[src/hdl/pwr_seq_defs.svh]
// constants for the power state and domain controller
// How it works
// - combined domain states always form a legal semantic
// - every processing element tracked on its own
// - memory stays available while distributor powered
// - distributor off: wakes go straight to controller
// - deep sleep: wake timer wakes chosen elements
// - idle keeps power, resumes on interrupt or debug
// - debug access only in run and idle standby
// - sleep loses state, wakes to reset vector
// - off ignores interrupts, wakes only on request
// - B and C keep every domain on
// - D: local timer off, sleeper wakes on interrupt
// - E: sleeper wakes on system timer or event
// - H: sleeper wakes on own timer or events
// - I: idle with timer off resumes on interrupt
// - F some off; G everything down
// - local timer on in run, off in off
// - distributor on if any runs or idles
// - shared timers off only when all off
// - only enabled direct-type interrupts wake sleepers
// - edge wake events held until delivered
`ifndef PWR_SEQ_DEFS_SVH
`define PWR_SEQ_DEFS_SVH
// ------------------------------------------------------------
// sizes and encodings
// ------------------------------------------------------------
`define PE_COUNT       4
`define PE_STATE_W     3
`define ST_RUN         3'h0
`define ST_IDLE_SBY    3'h1
`define ST_IDLE_RET    3'h2
`define ST_SLEEP       3'h3
`define ST_OFF         3'h4
`define ST_WAKING      3'h5
// ------------------------------------------------------------
// timing: domain settle time before a dependent is released
// ------------------------------------------------------------
`define SETTLE_NS      100
`define CLK_NS         10
`define SETTLE_CYC     ((`SETTLE_NS + `CLK_NS - 1) / `CLK_NS)
`define SETTLE_W       4
`define DEEP_WAKE_MASK 4'h1
`endif

[src/hdl/pwr_seq_pkg.sv]
// types for the power state and domain controller
`include "pwr_seq_defs.svh"
package pwr_seq_pkg;
  // per-element power state as tracked
  typedef logic [`PE_STATE_W-1:0] pe_state_t;
  // one request from an element or software
  typedef struct packed {
    logic       valid;      // one-cycle request
    logic [1:0] target;     // 0 run 1 idle standby 2 idle retention 3 sleep
    logic       toOff;      // request off instead of target
    logic       timerOff;   // let local timer go down in idle or sleep
    logic       distOff;    // let distributor go down if allowed
  } pe_req_t;
  // wake inputs seen for one element
  typedef struct packed {
    logic anyIrq;    // any interrupt pending
    logic wakeIrq;   // enabled wake-type interrupt
    logic localTmr;  // own timer expired
    logic debugReq;  // external_debug_request
    logic powerOn;   // explicit power-up request
  } pe_wake_t;
  // shared domain power state
  typedef struct packed {
    logic distOn;
    logic timersOn;
    logic memAvail;
  } dom_t;
endpackage

[src/hdl/wake_edge_hold.sv]
// holds edge wake events until delivered as pending interrupts
`timescale 1ns/1ps
`default_nettype none
module wake_edge_hold (
  input  wire logic core_clk,
  input  wire logic rstn,
  input  wire logic evtPin,     // asynchronous wake pin
  input  wire logic delivered,  // distributor took the interrupt
  output logic      evtSeen,    // synchronised edge, one cycle
  output logic      pending     // held event
);
  import pwr_seq_pkg::*;
  typedef struct packed {
    logic s1;
    logic s2;
    logic s3;
    logic held;
  } hold_t;
  hold_t st_r;  // state
  hold_t st_nxt; // next state
  // ------------------------------------------------------------
  // sync and sticky hold
  // ------------------------------------------------------------
  always_comb begin
    st_nxt = st_r;
    st_nxt.s1 = evtPin;
    st_nxt.s2 = st_r.s1;
    st_nxt.s3 = st_r.s2;
    // set wins over clear
    if (st_r.s2 && !st_r.s3) begin
      st_nxt.held = 1'b1;
    end else if (delivered) begin
      st_nxt.held = 1'b0;
    end
  end
  always_ff @(posedge core_clk or negedge rstn) begin
    if (!rstn) begin
      st_r <= '0;
    end else begin
      st_r <= st_nxt;
    end
  end
  assign evtSeen = st_r.s2 & ~st_r.s3;
  assign pending = st_r.held;
endmodule
`default_nettype wire

[src/hdl/pe_power_fsm.sv]
// power state tracker for one processing element
`timescale 1ns/1ps
`default_nettype none
`include "pwr_seq_defs.svh"
module pe_power_fsm (
  input  wire logic                 core_clk,
  input  wire logic                 rstn,
  input  wire pwr_seq_pkg::pe_req_t  req,
  input  wire pwr_seq_pkg::pe_wake_t wake,
  input  wire logic                 sysWake,   // timer or system event, distributor off
  input  wire logic                 allowDist, // distributor is on, wake interrupts count
  input  wire logic                 domReady,  // shared domains up and settled
  output pwr_seq_pkg::pe_state_t     state,
  output logic                      tmrOn,
  output logic                      wantDom    // waking, needs shared domains
);
  import pwr_seq_pkg::*;
  typedef struct packed {
    pe_state_t st;
    logic      tmr;
  } fsm_t;
  fsm_t s_r;   // state
  fsm_t s_nxt; // next state
  // ------------------------------------------------------------
  // transitions
  // ------------------------------------------------------------
  always_comb begin
    s_nxt = s_r;
    case (s_r.st)
      `ST_RUN: begin
        s_nxt.tmr = 1'b1;
        if (req.valid) begin
          if (req.toOff) begin
            s_nxt.st  = `ST_OFF;
            s_nxt.tmr = 1'b0;
          end else begin
            case (req.target)
              2'h1:    s_nxt.st = `ST_IDLE_SBY;
              2'h2:    s_nxt.st = `ST_IDLE_RET;
              2'h3:    s_nxt.st = `ST_SLEEP;
              default: s_nxt.st = `ST_RUN;
            endcase
            s_nxt.tmr = (req.target == 2'h0) ? 1'b1 : ~req.timerOff;
          end
        end
      end
      `ST_IDLE_SBY, `ST_IDLE_RET: begin
        // powered, retained; any interrupt or debug resumes
        if (wake.anyIrq || wake.debugReq || (s_r.tmr && wake.localTmr)) begin
          s_nxt.st  = `ST_RUN;
          s_nxt.tmr = 1'b1;
        end
      end
      `ST_SLEEP: begin
        // wake interrupt counts only while distributor on, else system events
        if ((allowDist && wake.wakeIrq) || sysWake || (s_r.tmr && wake.localTmr)) begin
          s_nxt.st = `ST_WAKING;
        end
      end
      `ST_OFF: begin
        s_nxt.tmr = 1'b0;
        if (wake.powerOn) begin
          s_nxt.st = `ST_WAKING;
        end
      end
      `ST_WAKING: begin
        if (domReady) begin
          s_nxt.st  = `ST_RUN;
          s_nxt.tmr = 1'b1;
        end
      end
      default: s_nxt.st = `ST_OFF;
    endcase
  end
  always_ff @(posedge core_clk or negedge rstn) begin
    if (!rstn) begin
      s_r <= '{st: `ST_RUN, tmr: 1'b1};
    end else begin
      s_r <= s_nxt;
    end
  end
  assign state   = s_r.st;
  assign tmrOn   = s_r.tmr;
  assign wantDom = (s_r.st == `ST_WAKING);
endmodule
`default_nettype wire

[src/hdl/power_state_domain_control.sv]
// top: per-element power states and shared domain sequencing
`timescale 1ns/1ps
`default_nettype none
`include "pwr_seq_defs.svh"
module power_state_domain_control (
  input  wire logic                  core_clk,
  input  wire logic                  rstn,
  input  wire pwr_seq_pkg::pe_req_t   peReq    [`PE_COUNT],
  input  wire pwr_seq_pkg::pe_wake_t  peWake   [`PE_COUNT],
  input  wire logic                  sysTimerWake, // system wake timer pin
  input  wire logic                  sysEvent,     // other wake pin
  input  wire logic                  irqTaken,     // distributor took held event
  output pwr_seq_pkg::pe_state_t      peState  [`PE_COUNT],
  output logic [`PE_COUNT-1:0]       peTimerOn,
  output logic [`PE_COUNT-1:0]       peDebugOk,
  output logic [`PE_COUNT-1:0]       peResetVec,   // restart from reset vector
  output pwr_seq_pkg::dom_t           dom,
  output logic                       msiAllowed,
  output logic                       wakePending
);
  import pwr_seq_pkg::*;
  // ------------------------------------------------------------
  // top state
  // ------------------------------------------------------------
  typedef struct packed {
    dom_t                  d;
    logic [`SETTLE_W-1:0]  settle;
    logic [`PE_COUNT-1:0]  dbg;
    logic [`PE_COUNT-1:0]  rv;
    logic                  msi;
    logic                  drop;   // distributor power-down asked for
    logic                  pend;   // registered copy of held wake events
  } top_t;
  top_t t_r;   // state
  top_t t_nxt; // next state
  pe_state_t            st    [`PE_COUNT]; // per-element states
  logic [`PE_COUNT-1:0] tmr;               // local timer power
  logic [`PE_COUNT-1:0] want;              // waking elements
  logic                 tEvt, tHeld, eEvt, eHeld; // held edges
  logic                 domReady;          // shared domains settled
  logic                 anyAwake, anyActive, allOff, anyDistOff;
  logic [`PE_COUNT-1:0] sysWakeVec;        // deep wake routing
  localparam logic [`PE_COUNT-1:0] DEEP_MASK = `DEEP_WAKE_MASK; // wake timer targets
  // ------------------------------------------------------------
  // edge wake holders
  // ------------------------------------------------------------
  wake_edge_hold u_tmr (
    .core_clk  (core_clk),
    .rstn      (rstn),
    .evtPin    (sysTimerWake),
    .delivered (irqTaken & t_r.d.distOn),
    .evtSeen   (tEvt),
    .pending   (tHeld)
  );
  wake_edge_hold u_evt (
    .core_clk  (core_clk),
    .rstn      (rstn),
    .evtPin    (sysEvent),
    .delivered (irqTaken & t_r.d.distOn),
    .evtSeen   (eEvt),
    .pending   (eHeld)
  );
  // classify element states
  function automatic logic isActive(input pe_state_t s);
    isActive = (s == `ST_RUN) || (s == `ST_IDLE_SBY) || (s == `ST_IDLE_RET) ||
               (s == `ST_WAKING);
  endfunction
  // ------------------------------------------------------------
  // per-element trackers
  // ------------------------------------------------------------
  genvar g;
  generate
    for (g = 0; g < `PE_COUNT; g++) begin : gPe
      // without distributor, wakes go to the controller directly
      assign sysWakeVec[g] = !t_r.d.distOn &&
        (((tEvt | tHeld) && DEEP_MASK[g]) || eEvt);
      pe_power_fsm u_pe (
        .core_clk  (core_clk),
        .rstn      (rstn),
        .req       (peReq[g]),
        .wake      (peWake[g]),
        .sysWake   (sysWakeVec[g]),
        .allowDist (t_r.d.distOn),
        .domReady  (domReady),
        .state     (st[g]),
        .tmrOn     (tmr[g]),
        .wantDom   (want[g])
      );
    end
  endgenerate
  assign domReady = t_r.d.distOn && t_r.d.timersOn && (t_r.settle == '0);
  // ------------------------------------------------------------
  // summary of element states
  // ------------------------------------------------------------
  always_comb begin
    anyActive  = 1'b0;
    allOff     = 1'b1;
    anyDistOff = 1'b0;
    for (int i = 0; i < `PE_COUNT; i++) begin
      if (isActive(st[i])) anyActive = 1'b1;
      if (st[i] != `ST_OFF) allOff = 1'b0;
      if (peReq[i].valid && peReq[i].distOff) anyDistOff = 1'b1;
    end
    anyAwake = !allOff;
  end
  // ------------------------------------------------------------
  // shared domain sequencing
  // ------------------------------------------------------------
  always_comb begin
    t_nxt = t_r;
    t_nxt.d.timersOn = anyAwake;
    if (anyActive || (|want)) begin
      t_nxt.d.distOn = 1'b1;
    end else if (allOff) begin
      t_nxt.d.distOn = 1'b0;
    end else if (t_r.drop) begin
      t_nxt.d.distOn = 1'b0; // only when all sleep or off
    end
    // the request is taken while its element still runs, so keep it
    if (anyDistOff) begin
      t_nxt.drop = 1'b1;
    end else if (|want) begin
      t_nxt.drop = 1'b0;
    end
    t_nxt.pend = tHeld | eHeld;
    t_nxt.d.memAvail = t_nxt.d.distOn;
    t_nxt.msi        = t_nxt.d.distOn;
    // settle count restarts on any domain power-up
    if ((t_nxt.d.distOn && !t_r.d.distOn) || (t_nxt.d.timersOn && !t_r.d.timersOn)) begin
      t_nxt.settle = `SETTLE_W'(`SETTLE_CYC);
    end else if (t_r.settle != '0) begin
      t_nxt.settle = t_r.settle - 1'b1;
    end
    for (int i = 0; i < `PE_COUNT; i++) begin
      t_nxt.dbg[i] = (st[i] == `ST_RUN) || (st[i] == `ST_IDLE_SBY);
      t_nxt.rv[i]  = (st[i] == `ST_WAKING);
    end
  end
  always_ff @(posedge core_clk or negedge rstn) begin
    if (!rstn) begin
      t_r <= '{d: '{distOn: 1'b1, timersOn: 1'b1, memAvail: 1'b1},
               settle: '0, dbg: '1, rv: '0, msi: 1'b1, drop: 1'b0, pend: 1'b0};
    end else begin
      t_r <= t_nxt;
    end
  end
  // ------------------------------------------------------------
  // outputs, all legal semantics by construction
  // ------------------------------------------------------------
  always_comb begin
    for (int i = 0; i < `PE_COUNT; i++) begin
      peState[i] = st[i];
    end
  end
  assign peTimerOn   = tmr;
  assign peDebugOk   = t_r.dbg;
  assign peResetVec  = t_r.rv;
  assign dom         = t_r.d;
  assign msiAllowed  = t_r.msi;
  assign wakePending = t_r.pend;
endmodule
`default_nettype wire

[config.mk]
export PLATFORM = sky130hd
export DESIGN_NAME = power_state_domain_control
export DESIGN_NICKNAME = d
export VERILOG_FILES = /design/src/hdl/pwr_seq_pkg.sv /design/src/hdl/wake_edge_hold.sv /design/src/hdl/pe_power_fsm.sv /design/src/hdl/power_state_domain_control.sv
export VERILOG_INCLUDE_DIRS = /design/src /design/src/hdl
export SDC_FILE = /design/constraint.sdc
export NUM_CORES = 1
export LEC_CHECK = 0
export BUFFER_PORTS_ARGS = -buffer_cell sky130_fd_sc_hd__buf_2
export CELL_PAD_IN_SITES_DETAIL_PLACEMENT = 0
export CELL_PAD_IN_SITES_GLOBAL_PLACEMENT = 1
export CORE_ASPECT_RATIO = 0.6
export CORE_MARGIN = 8
export CORE_UTILIZATION = 42
export CTS_CLUSTER_DIAMETER = 200
export CTS_CLUSTER_SIZE = 30
export DETAILED_ROUTE_END_ITERATION = 16
export PLACE_DENSITY = 0.93
export SYNTH_ARGS = -nofsm -noshare
export SYNTH_HDL_FRONTEND = slang
export SYNTH_HIERARCHICAL = 1
export SYNTH_SLANG_ARGS = --single-unit
export TNS_END_PERCENT = 20
[constraint.sdc]
create_clock -name core_clk -period 4.8 [get_ports core_clk]
set_input_delay 0.96 -clock core_clk [delete_from_list [all_inputs] [get_ports core_clk]]
set_output_delay 0.96 -clock core_clk [all_outputs]
set_load 0.02 [all_outputs]
Word-level counts from Yosys, hierarchy flattened
Index checks and enable logic that the tools add are counted.
{ "totals": {"output_inout_bits": 29, "word_cells": 237, "reg_bits": 40} }
{ "classes": {"n_bitwise": 11, "n_eq_ne": 56, "mux": 59, "addsub": 1, "n_reduce_logical": 87} }
{ "op_table": {"columns": ["operator", "count"], "rows": [
  ["two-way mux 4 bit", 15],
  ["case mux 3 bit (5 select lines)", 4],
  ["logical OR 1 bit", 31],
  ["equality test 3 x 2 -> 1 bit (second input constant)", 8],
  ["equality test 3 bit (second input constant)", 8],
  ["two-way mux 1 bit", 24],
  ["two-way mux 3 bit", 8],
  ["!= test 2 bit (second input constant)", 12],
  ["case mux 2 bit (3 select lines)", 4],
  ["logical AND 1 bit", 20],
  ["AND reduction 5 bit", 4],
  ["nonzero test 4 bit", 5],
  ["equality test 2 bit (second input constant)", 8],
  ["!= test 2 x 1 -> 1 bit (second input constant)", 8],
  ["case mux 1 bit (4 select lines)", 4],
  ["equality test 3 x 1 -> 1 bit (second input constant)", 4],
  ["zero test 3 bit", 4],
  ["!= test 3 bit (second input constant)", 4],
  ["AND reduction 3 bit", 4],
  ["equality test 2 x 1 -> 1 bit (second input constant)", 4],
  ["zero test 2 bit", 4],
  ["nonzero test 2 bit", 4],
  ["OR reduction 2 bit", 4],
  ["NOT 1 bit", 6],
  ["other kinds (6)", 13]
]} }

Longest topological paths before layout
Gate-level depths: netlist (run 1).
{ "depth": {"depth_word": 13, "depth_mapped": 8, "mapped_depth_nobuf": 8} }

Cells and area by module
Netlist (run 1), hierarchy kept.
{ "modules_own_cells": {"columns": ["module", "area_per_inst_um2", "seq_area_each_um2", "cells_each", "instances"], "rows": [
  ["pe_power_fsm", 329.1, 101.3, 33, 4],
  ["power_state_domain_control", 858.3, 407.9, 75, 1],
  ["wake_edge_hold", 125.1, 100.1, 7, 2]
]} }

Least setup slack after synthesis (run 1)
OpenSTA, ideal clock, no wires.
{ "synth_path": {"path_kind": "flip-flop to flip-flop", "from": "register t_r[11] (netlist name)", "to": "register gPe[0].u_pe.s_r (netlist bit gPe[0].u_pe/state[0])", "path_slack_ns": 2.658, "path_buffers": 0, "synth_period_minus_slack_ns": 2.142, "arrival_time_ns": 2.016, "setup_time_ns": 0.127, "path_stages_with_launch": 9, "path_cell_list": "dfrtp_1 -> inv_1 -> ha_1 -> nor3b_1 -> and3_1 -> nor2b_1 -> o21ai_0 -> o22ai_1 -> a221o_2"} }
{ "synth_between": {"elab_chain_cells": 4} }
{ "synth_lines": {"columns": ["item", "line", "source"], "rows": [
  ["start, declared", "power_state_domain_control.sv:34", "top_t t_r;"],
  ["start signal, assigned", "power_state_domain_control.sv:141", "t_r <= '{d: '{distOn: 1'b1, timersOn: 1'b1, memAvail: 1'b1},"],
  ["start signal, assigned", "power_state_domain_control.sv:144", "t_r <= t_nxt;"],
  ["zero test 4 bit", "power_state_domain_control.sv:91", "assign domReady = t_r.d.distOn && t_r.d.timersOn && (t_r.settle == '0);"],
  ["logical AND 1 bit", "power_state_domain_control.sv:91", null],
  ["via domReady", "power_state_domain_control.sv:40", "logic domReady;"],
  ["!= test 2 bit (no source line)", null, null],
  ["AND reduction 5 bit (no source line)", null, null],
  ["end signal, assigned", "pe_power_fsm.sv:77", "s_r <= '{st: `ST_RUN, tmr: 1'b1};"],
  ["end signal, assigned", "pe_power_fsm.sv:79", "s_r <= s_nxt;"],
  ["end, declared", "pe_power_fsm.sv:22", "fsm_t s_r;"]
]} }
The timed path passes the listed nets, and every way through them passes these cells.
A chain may end at the register's enable or synchronous reset.

Worst setup path in the final report (run 1)
{ "layout_path": {"from": "register t_r[11] (netlist name)", "to": "register gPe[1].u_pe.s_r (netlist bit gPe[1].u_pe/state[0])"} }
{ "layout_between": {"elab_chain_cells": 4} }
{ "layout_lines": {"columns": ["item", "line"], "rows": [
  ["zero test 4 bit", "power_state_domain_control.sv:91"],
  ["logical AND 1 bit", "power_state_domain_control.sv:91"],
  ["via domReady", "power_state_domain_control.sv:40"],
  ["!= test 2 bit (no source line)", null],
  ["AND reduction 5 bit (no source line)", null],
  ["end signal, assigned", "pe_power_fsm.sv:77"],
  ["end signal, assigned", "pe_power_fsm.sv:79"],
  ["end, declared", "pe_power_fsm.sv:22"]
]} }
The timed path passes the listed nets, and every way through them passes these cells.

==> results of run 1 <==
[sequential cells by signal, summed over array words and instances (netlist names)]
register and count:
msiAllowed 1, u_evt/pending 1, gPe.u_pe/state 12, gPe.u_pe/tmrOn 4, wakePending 1, peDebugOk 4, dom 1, t_r 5
u_evt/st_r 1, u_tmr/pending 1, peResetVec 4, u_tmr/st_nxt 2, u_evt/st_nxt 2, u_tmr/st_r 1
[final cells by class]
class                   instances  area [sq um]  area share [%]
clock buffers                   6          82.6            2.92
multi-input cells             153          1220            43.1
clock inverters                 2          10.0           0.354
repair buffers                 77           385            13.6
well taps                      80           100            3.54
inverters                       5          18.8           0.663
flip-flops and latches         40          1010            35.8
[per-stage QoR]
step / util (%) / cell area [sq um]
after detailed placement: 49.1 / 2740
final: 50.8 / 2830
after global routing: 50.8 / 2830
after floorplan: - / 2420
after global placement: 49.1 / 2740
after CTS: 50.8 / 2830
[cells by family after synthesis]
group / count (synthesis) / share of synthesized area, %
buffers and inverters: 28 / 7.89
AOI/OAI and AO/OA: 60 / 22.3
and+or+nand+nor: 80 / 22.7
muxes: 5 / 2.12
xor gates and xnor gates: 6 / 2.17
DFF: 40 / 41.8
adders and majority gates: 2 / 1.03
[power by group through the flow]
stage	clock network (W)	registers, W	logic, W
2_1_floorplan	0	0.000629	0.000594
3_5_place_dp	0	0.000672	0.000709
5_1_grt	0.000257	0.000691	0.000769
4_1_cts	0.000246	0.000666	0.000712
3_3_place_gp	0	0.000665	0.000690
6_report	0.000237	0.000666	0.000703
[Yosys cell counts, drive strengths merged (4+ instances only)]
master / count
dfrtp: 30
buf: 19
o21ai: 13
nand2: 12
nor2: 11
nor2b: 11
dfstp: 10
and3b: 8
nand2b: 8
or3: 7
a31oi: 6
nor4: 6
xnor2: 6
a221oi: 5
a22o: 5
inv: 5
a211o: 4
a21oi: 4
a221o: 4
clkbuf: 4
mux2i: 4
nand4bb: 4
o21bai: 4
o221a: 4
o22ai: 4
o32a: 4
[cell usage in the layout, fill, tap and decap left out, drive strengths merged, types with 5 or more instances in the layout]
master and n:
dfstp 10, a221oi 5, or3 7, buf 77, a31oi 6, xnor2 6
nor4 6, inv 5, nand2b 8, clkbuf 6, a22o 5, nand2 12
o21ai 13, and3b 8, nor2 11, nor2b 11, dfrtp 30
[worst paths after layout]
path,startpoint,endpoint,slack (ns),cells after the start
setup / recovery,t_r[11],gPe[1].u_pe/state[0],2.30,8
hold / removal,u_tmr/st_nxt[2],u_tmr/st_nxt[1],0.35,0
setup reg to reg,t_r[11],gPe[1].u_pe/state[0],2.30,8
hold reg to reg,u_tmr/st_nxt[2],u_tmr/st_nxt[1],0.35,0
max in group asynchronous,rstn,u_tmr/st_nxt[2],3.46,1
min in group asynchronous,rstn,u_evt/st_nxt[2],0.78,1
[layer usage]
layer / vias up / part of all wire [%] / wire length, um
met5: - / 0 / 0
met4: 0 / 0.95 / 57
met3: 6 / 7.2 / 434
met2: 66 / 42 / 2490
met1: 906 / 50 / 3010
li1: 941 / - / -
==> qor.yml, run 1 <==
outcome:
  status: "complete, no violations"
power_and_ir_drop:
  p_switching_w: 0.000684
  powerDensity_nw_per_um2: 568
  intPower_w: 0.000923
  p_comb_share_pct: 43.8
  clkPwrFrac_pct: 14.8
  power_w: 0.00161
  vdd_drop_max_uv: 215
  power_frac_seq_pct: 41.5
  total_leakage_power_nw: 1.27
  p_sw_share_pct: 42.6
layout:
  layout.cells.non_filler: 363
  area_delta_synth_final_pct: 16.7
  drive_gt1_share_pct: 45.2
  nFillCells: 533
  finalNetCount: 333
  insertedDiodeCount: 0
detailed_routing:
  drt-total-wl_um: 6000
  firstDrtPassIters: 4
  drc_errors: 0
  drt_iter0_markers: 113
  postRouteAntennaNets: 0
  wl_per_cell_um: 16.5
  avgViaCountPerCell: 5.29
  vias: 1919
global_routing:
  grt-ovfl-total: 0
  met2_usage_pct: 19.9
  top_usage_layer: "met1"
  use_met1_pct: 20.0
  grt_max_degree: 41
  use_met3_pct: 4.64
  grt_pass1_wl_um: 9580
  antenna_found_initial: 0
  grt_pass1_vias: 1934
  grt_use_total_pct: 14.2
placement:
  port_buffers: 77
  place_ws_ns: 2.31
  place_hpwl_um: 4480
  gp_congestion: 0.851
  dp_cells: 355
yosys:
  netlist-cell-type-count: 46
  synth-main-ff-cell: "dfrtp_1"
  synthCells: 221
  synthArstFlopShare_pct: 100
  ys_warn_count: 6
  syn_avg_cell_area_sq_um: 11.0
  synth-seq-cells: 40
  ys_seq_area_share_pct: 41.8
  netlist.top_cell.by_area: "dfrtp_1"
  syn-cell-area_sq_um: 2420
  synth_top_cell_area_share_pct: 31.0
  synth_nets: 272
  synth_enable_flop_cells: 0
  synth_area_leaders: "dfrtp_1 31%, dfstp_2 11%, buf_4 4.6%"
clock_network:
  cts_buffers: 5
  cts_tree: "done"
  clockBufferDepth: 2
  clkSinkCount: 40
  cts_root_buf: "clkbuf_8"
  clock_latency_ns: 0.30
  clkSlewWorstSetupHoldPaths_ns: 0.08
  htreeDepth: 2
  cts_setup_buffers: 0
  ctsHoldBuffers: 0
  postCtsResizedCells: 0
critical_path:
  path_class: "reg -> reg"
  cp.arrival_ns: 2.68
  path_max_fanout: 12
  required_ns: 4.99
  critical-path-slowest-cell: "and3_1"
  path_buf_inv: 1
  cp-end-kind: "register"
  cp-start-kind: "register"
  cp_cell_sequence: "inv_1, ha_1, nor3b_1, and3_1, nor2b_1, o21ai_0, o22ai_1, a221o_2"
  slowest_delay_ns: 0.53
  critical-path-top-delay-family: "simple AND/OR/NAND/NOR gates"
job:
  maxCapViolCount: 0
sta:
  rsz0062_at_grt: "no"
  finalWorstSetupSlack_ns: 2.30
  timing.clock.skew_ns: 0.00751
  maxSlewHeadroom_pct: 40.8
  whs_ns: 0.351
  hold_violations: 0
  fmax_mhz: 401
  setup_tns_ns: 0
  setup_viol: 0
  post-route-min-period_ns: 2.50
  post-route-period-util_pct: 52.0
  tightestPinTransition_ns: 0.888
  slew_viol_final: 0
die:
  die_height_um: 74.9
  initial_utilization_pct: 43.5
  die_width_um: 114
  rows: 21
  io_pins: 78
  core_area_sq_um: 5570
  dieArea_sq_um: 8540
hold_path:
  hold_class: "reg -> reg"
Note: power is estimated with default switching activity, not from simulation.
==> run 2: changes to the inputs <==
Settings changed: CORE_UTILIZATION 42 to 35, PLACE_DENSITY 0.93 to 0.84.
Clock period 4.8 ns to 2.25 ns, I/O delays scaled along.
==> qor.yml, run 2 (synthesis results as in run 1) <==
detailed_routing:
  vias: 2056  # +7.1%
  drt_iter0_markers: 107  # -5.3%
  drt-total-wl_um: 6580  # +9.8%
  postRouteAntennaNets: 0  # unchanged
  avgViaCountPerCell: 5.33  # +0.76%
  firstDrtPassIters: 7  # +3
  wl_per_cell_um: 17.1  # +3.3%
  drc_errors: 0  # unchanged
critical_path:
  path_max_fanout: 11  # -1
  required_ns: 2.41  # -2.58 ns
  cp-start-kind: "register"
  cp.arrival_ns: 2.24  # -0.44 ns
  rr_endpoint: "gPe[2].u_pe/state[0]"
  worstRegToRegCells: 8  # unchanged
  crit_path_end: "gPe[2].u_pe/state[0]"
  critPathLaunch: "t_r[12]"
  r2r_setup_slack_ns: 0.17  # -2.14 ns
  cp-end-kind: "register"
  path_class: "reg -> reg"
  timing.rr.start: "t_r[12]"
layout:
  finalNetCount: 350  # +5.1%
  layout_common_cells: "77 x buf_2, 30 x dfrtp_1, 17 x buf_4"
  drive_gt1_share_pct: 48.5  # +3.3 points
  area_delta_synth_final_pct: 25.0
  largest_reg_flops: 12  # unchanged
  final_common_cell: "buf_2"
  final_util_pct: 45.4  # -5.4 points
  layout.cells.non_filler: 386  # +6.3%
  nFillCells: 637  # +20%
  seqCellArea_sq_um: 1010  # unchanged
  multiInputGateArea_sq_um: 1220  # +0.41%
  insertedDiodeCount: 0  # unchanged
sta:
  tightestPinTransition_ns: 0.525  # -0.363 ns
  rsz0062_at_grt: "no"
  setup_viol: 0  # unchanged
  timing.clock.skew_ns: 0.00380  # -0.00371 ns
  fmax_mhz: 480  # +20%
  hold_violations: 0  # unchanged
  post-route-min-period_ns: 2.08  # -0.413 ns
  setup_tns_ns: 0  # unchanged
  slew_viol_final: 0  # unchanged
  post-route-period-util_pct: 92.6  # +41 points
  maxSlewHeadroom_pct: 65.0  # +24 points
clock_network:
  cts_buffers: 5  # unchanged
  postCtsResizedCells: 0  # unchanged
  cts_tree: "done"
  ctsHoldBuffers: 0  # unchanged
  clkSinkCount: 40  # unchanged
  clock_latency_ns: 0.27  # -0.03 ns
  cts_root_buf: "clkbuf_16"
  cts_setup_buffers: 0  # unchanged
  clockBufferDepth: 2  # unchanged
  clkSlewWorstSetupHoldPaths_ns: 0.06  # -0.02 ns
  htreeDepth: 2  # unchanged
die:
  die_width_um: 123  # +8.2%
  dieArea_sq_um: 9940  # +16%
  rows: 23  # +9.5%
  initial_utilization_pct: 36.3  # -7.2 points
  core_area_sq_um: 6680  # +20%
  io_pins: 78  # unchanged
  die_height_um: 80.5  # +7.5%
power_and_ir_drop:
  powerDensity_nw_per_um2: 1260  # +120%
  total_leakage_power_nw: 1.38  # +8.5%
  vdd_drop_max_uv: 467  # +120%
global_routing:
  antenna_found_initial: 0  # unchanged
  grt-ovfl-total: 0  # unchanged
  grt_max_degree: 25  # -39%
  grt_use_total_pct: 13.5  # -0.68 points
  grt_pass1_vias: 2210  # +14%
  grt_pass1_wl_um: 10700  # +11%
placement:
  dp_cells: 379  # +6.8%
  gp_congestion: 0.825  # -3.0%
  port_buffers: 77  # unchanged
  place_hpwl_um: 5170  # +16%
job:
  maxCapViolCount: 0  # unchanged
outcome:
  status: "complete, no violations"
hold_path:
  hold_class: "in -> async"
run 2: changes by cell type in the layout (fill, tap and decap cells not counted), sizes merged:
cell,delta
buf,+17
clkinv,-2
clkbuf,+1
run 2: report_power, final:
group	internal, W	leakage (nW)	switching, W
clock	0.000464	0.0760	0.000250
combinational	0.000841	0.836	0.00110
sequential	0.00101	0.466	0.000153
run 2: worst min-delay path by stage:
| stage | start | end | slack (ns) |
|---|---|---|---|
| 3_3_place_gp | u_tmr/st_nxt[2] | u_tmr/st_nxt[1] | 0.33 |
| 6_report | rstn | t_r[1] | 0.15 |
| 3_5_place_dp | u_tmr/st_nxt[2] | u_tmr/st_nxt[1] | 0.35 |
| 2_1_floorplan | rstn | gPe[0].u_pe/state[0] | 0.15 |
| 5_1_grt | rstn | peResetVec[3] | 0.19 |
| 4_1_cts | rstn | t_r[1] | 0.17 |
run 2: per-stage QoR:
| stage | hold WS (ns) | cell area (sq um) | total power [W] | setup WS [ns] |
|---|---|---|---|---|
| final | 0.154 | 3030 | 0.00382 | 0.167 |
| after global placement | 0.334 | 2870 | 0.00306 | 0.176 |
| after global routing | 0.188 | 3030 | 0.00407 | 0.0424 |
| after CTS | 0.167 | 3030 | 0.00384 | 0.0120 |
| after floorplan | 0.154 | 2420 | 0.00261 | 0.108 |
| after detailed placement | 0.348 | 2870 | 0.00311 | 0.0224 |
run 2: cell type report:
type / count / area share [%]
Clock buffer: 7 / 5.04
Sequential cell: 40 / 33.4
Inverter: 5 / 0.619
Timing Repair Buffer: 94 / 16.9
Multi-Input combinational cell: 153 / 40.4
Tap cell: 87 / 3.59
run 2: worst max-delay path, cell delays in order, from the launching register on:
cell	delay, ns
dfrtp_1	0.38
inv_1	0.11
ha_1	0.18
nor3b_1	0.25
and3_4	0.32
nor2b_1	0.07
o21ai_0	0.22
o22ai_1	0.13
a221o_2	0.31
run 2: layer usage:
| metal | track usage [%] | vias up | part of all wire [%] |
|---|---|---|---|
| met3 | 4.13 | 8 | 7.5 |
| met5 | 0 | - | 0 |
| met1 | 17.9 | 1000 | 46 |
| met2 | 21.3 | 79 | 46 |
| met4 | 3.11 | 0 | 0.80 |
| li1 | - | 969 | - |
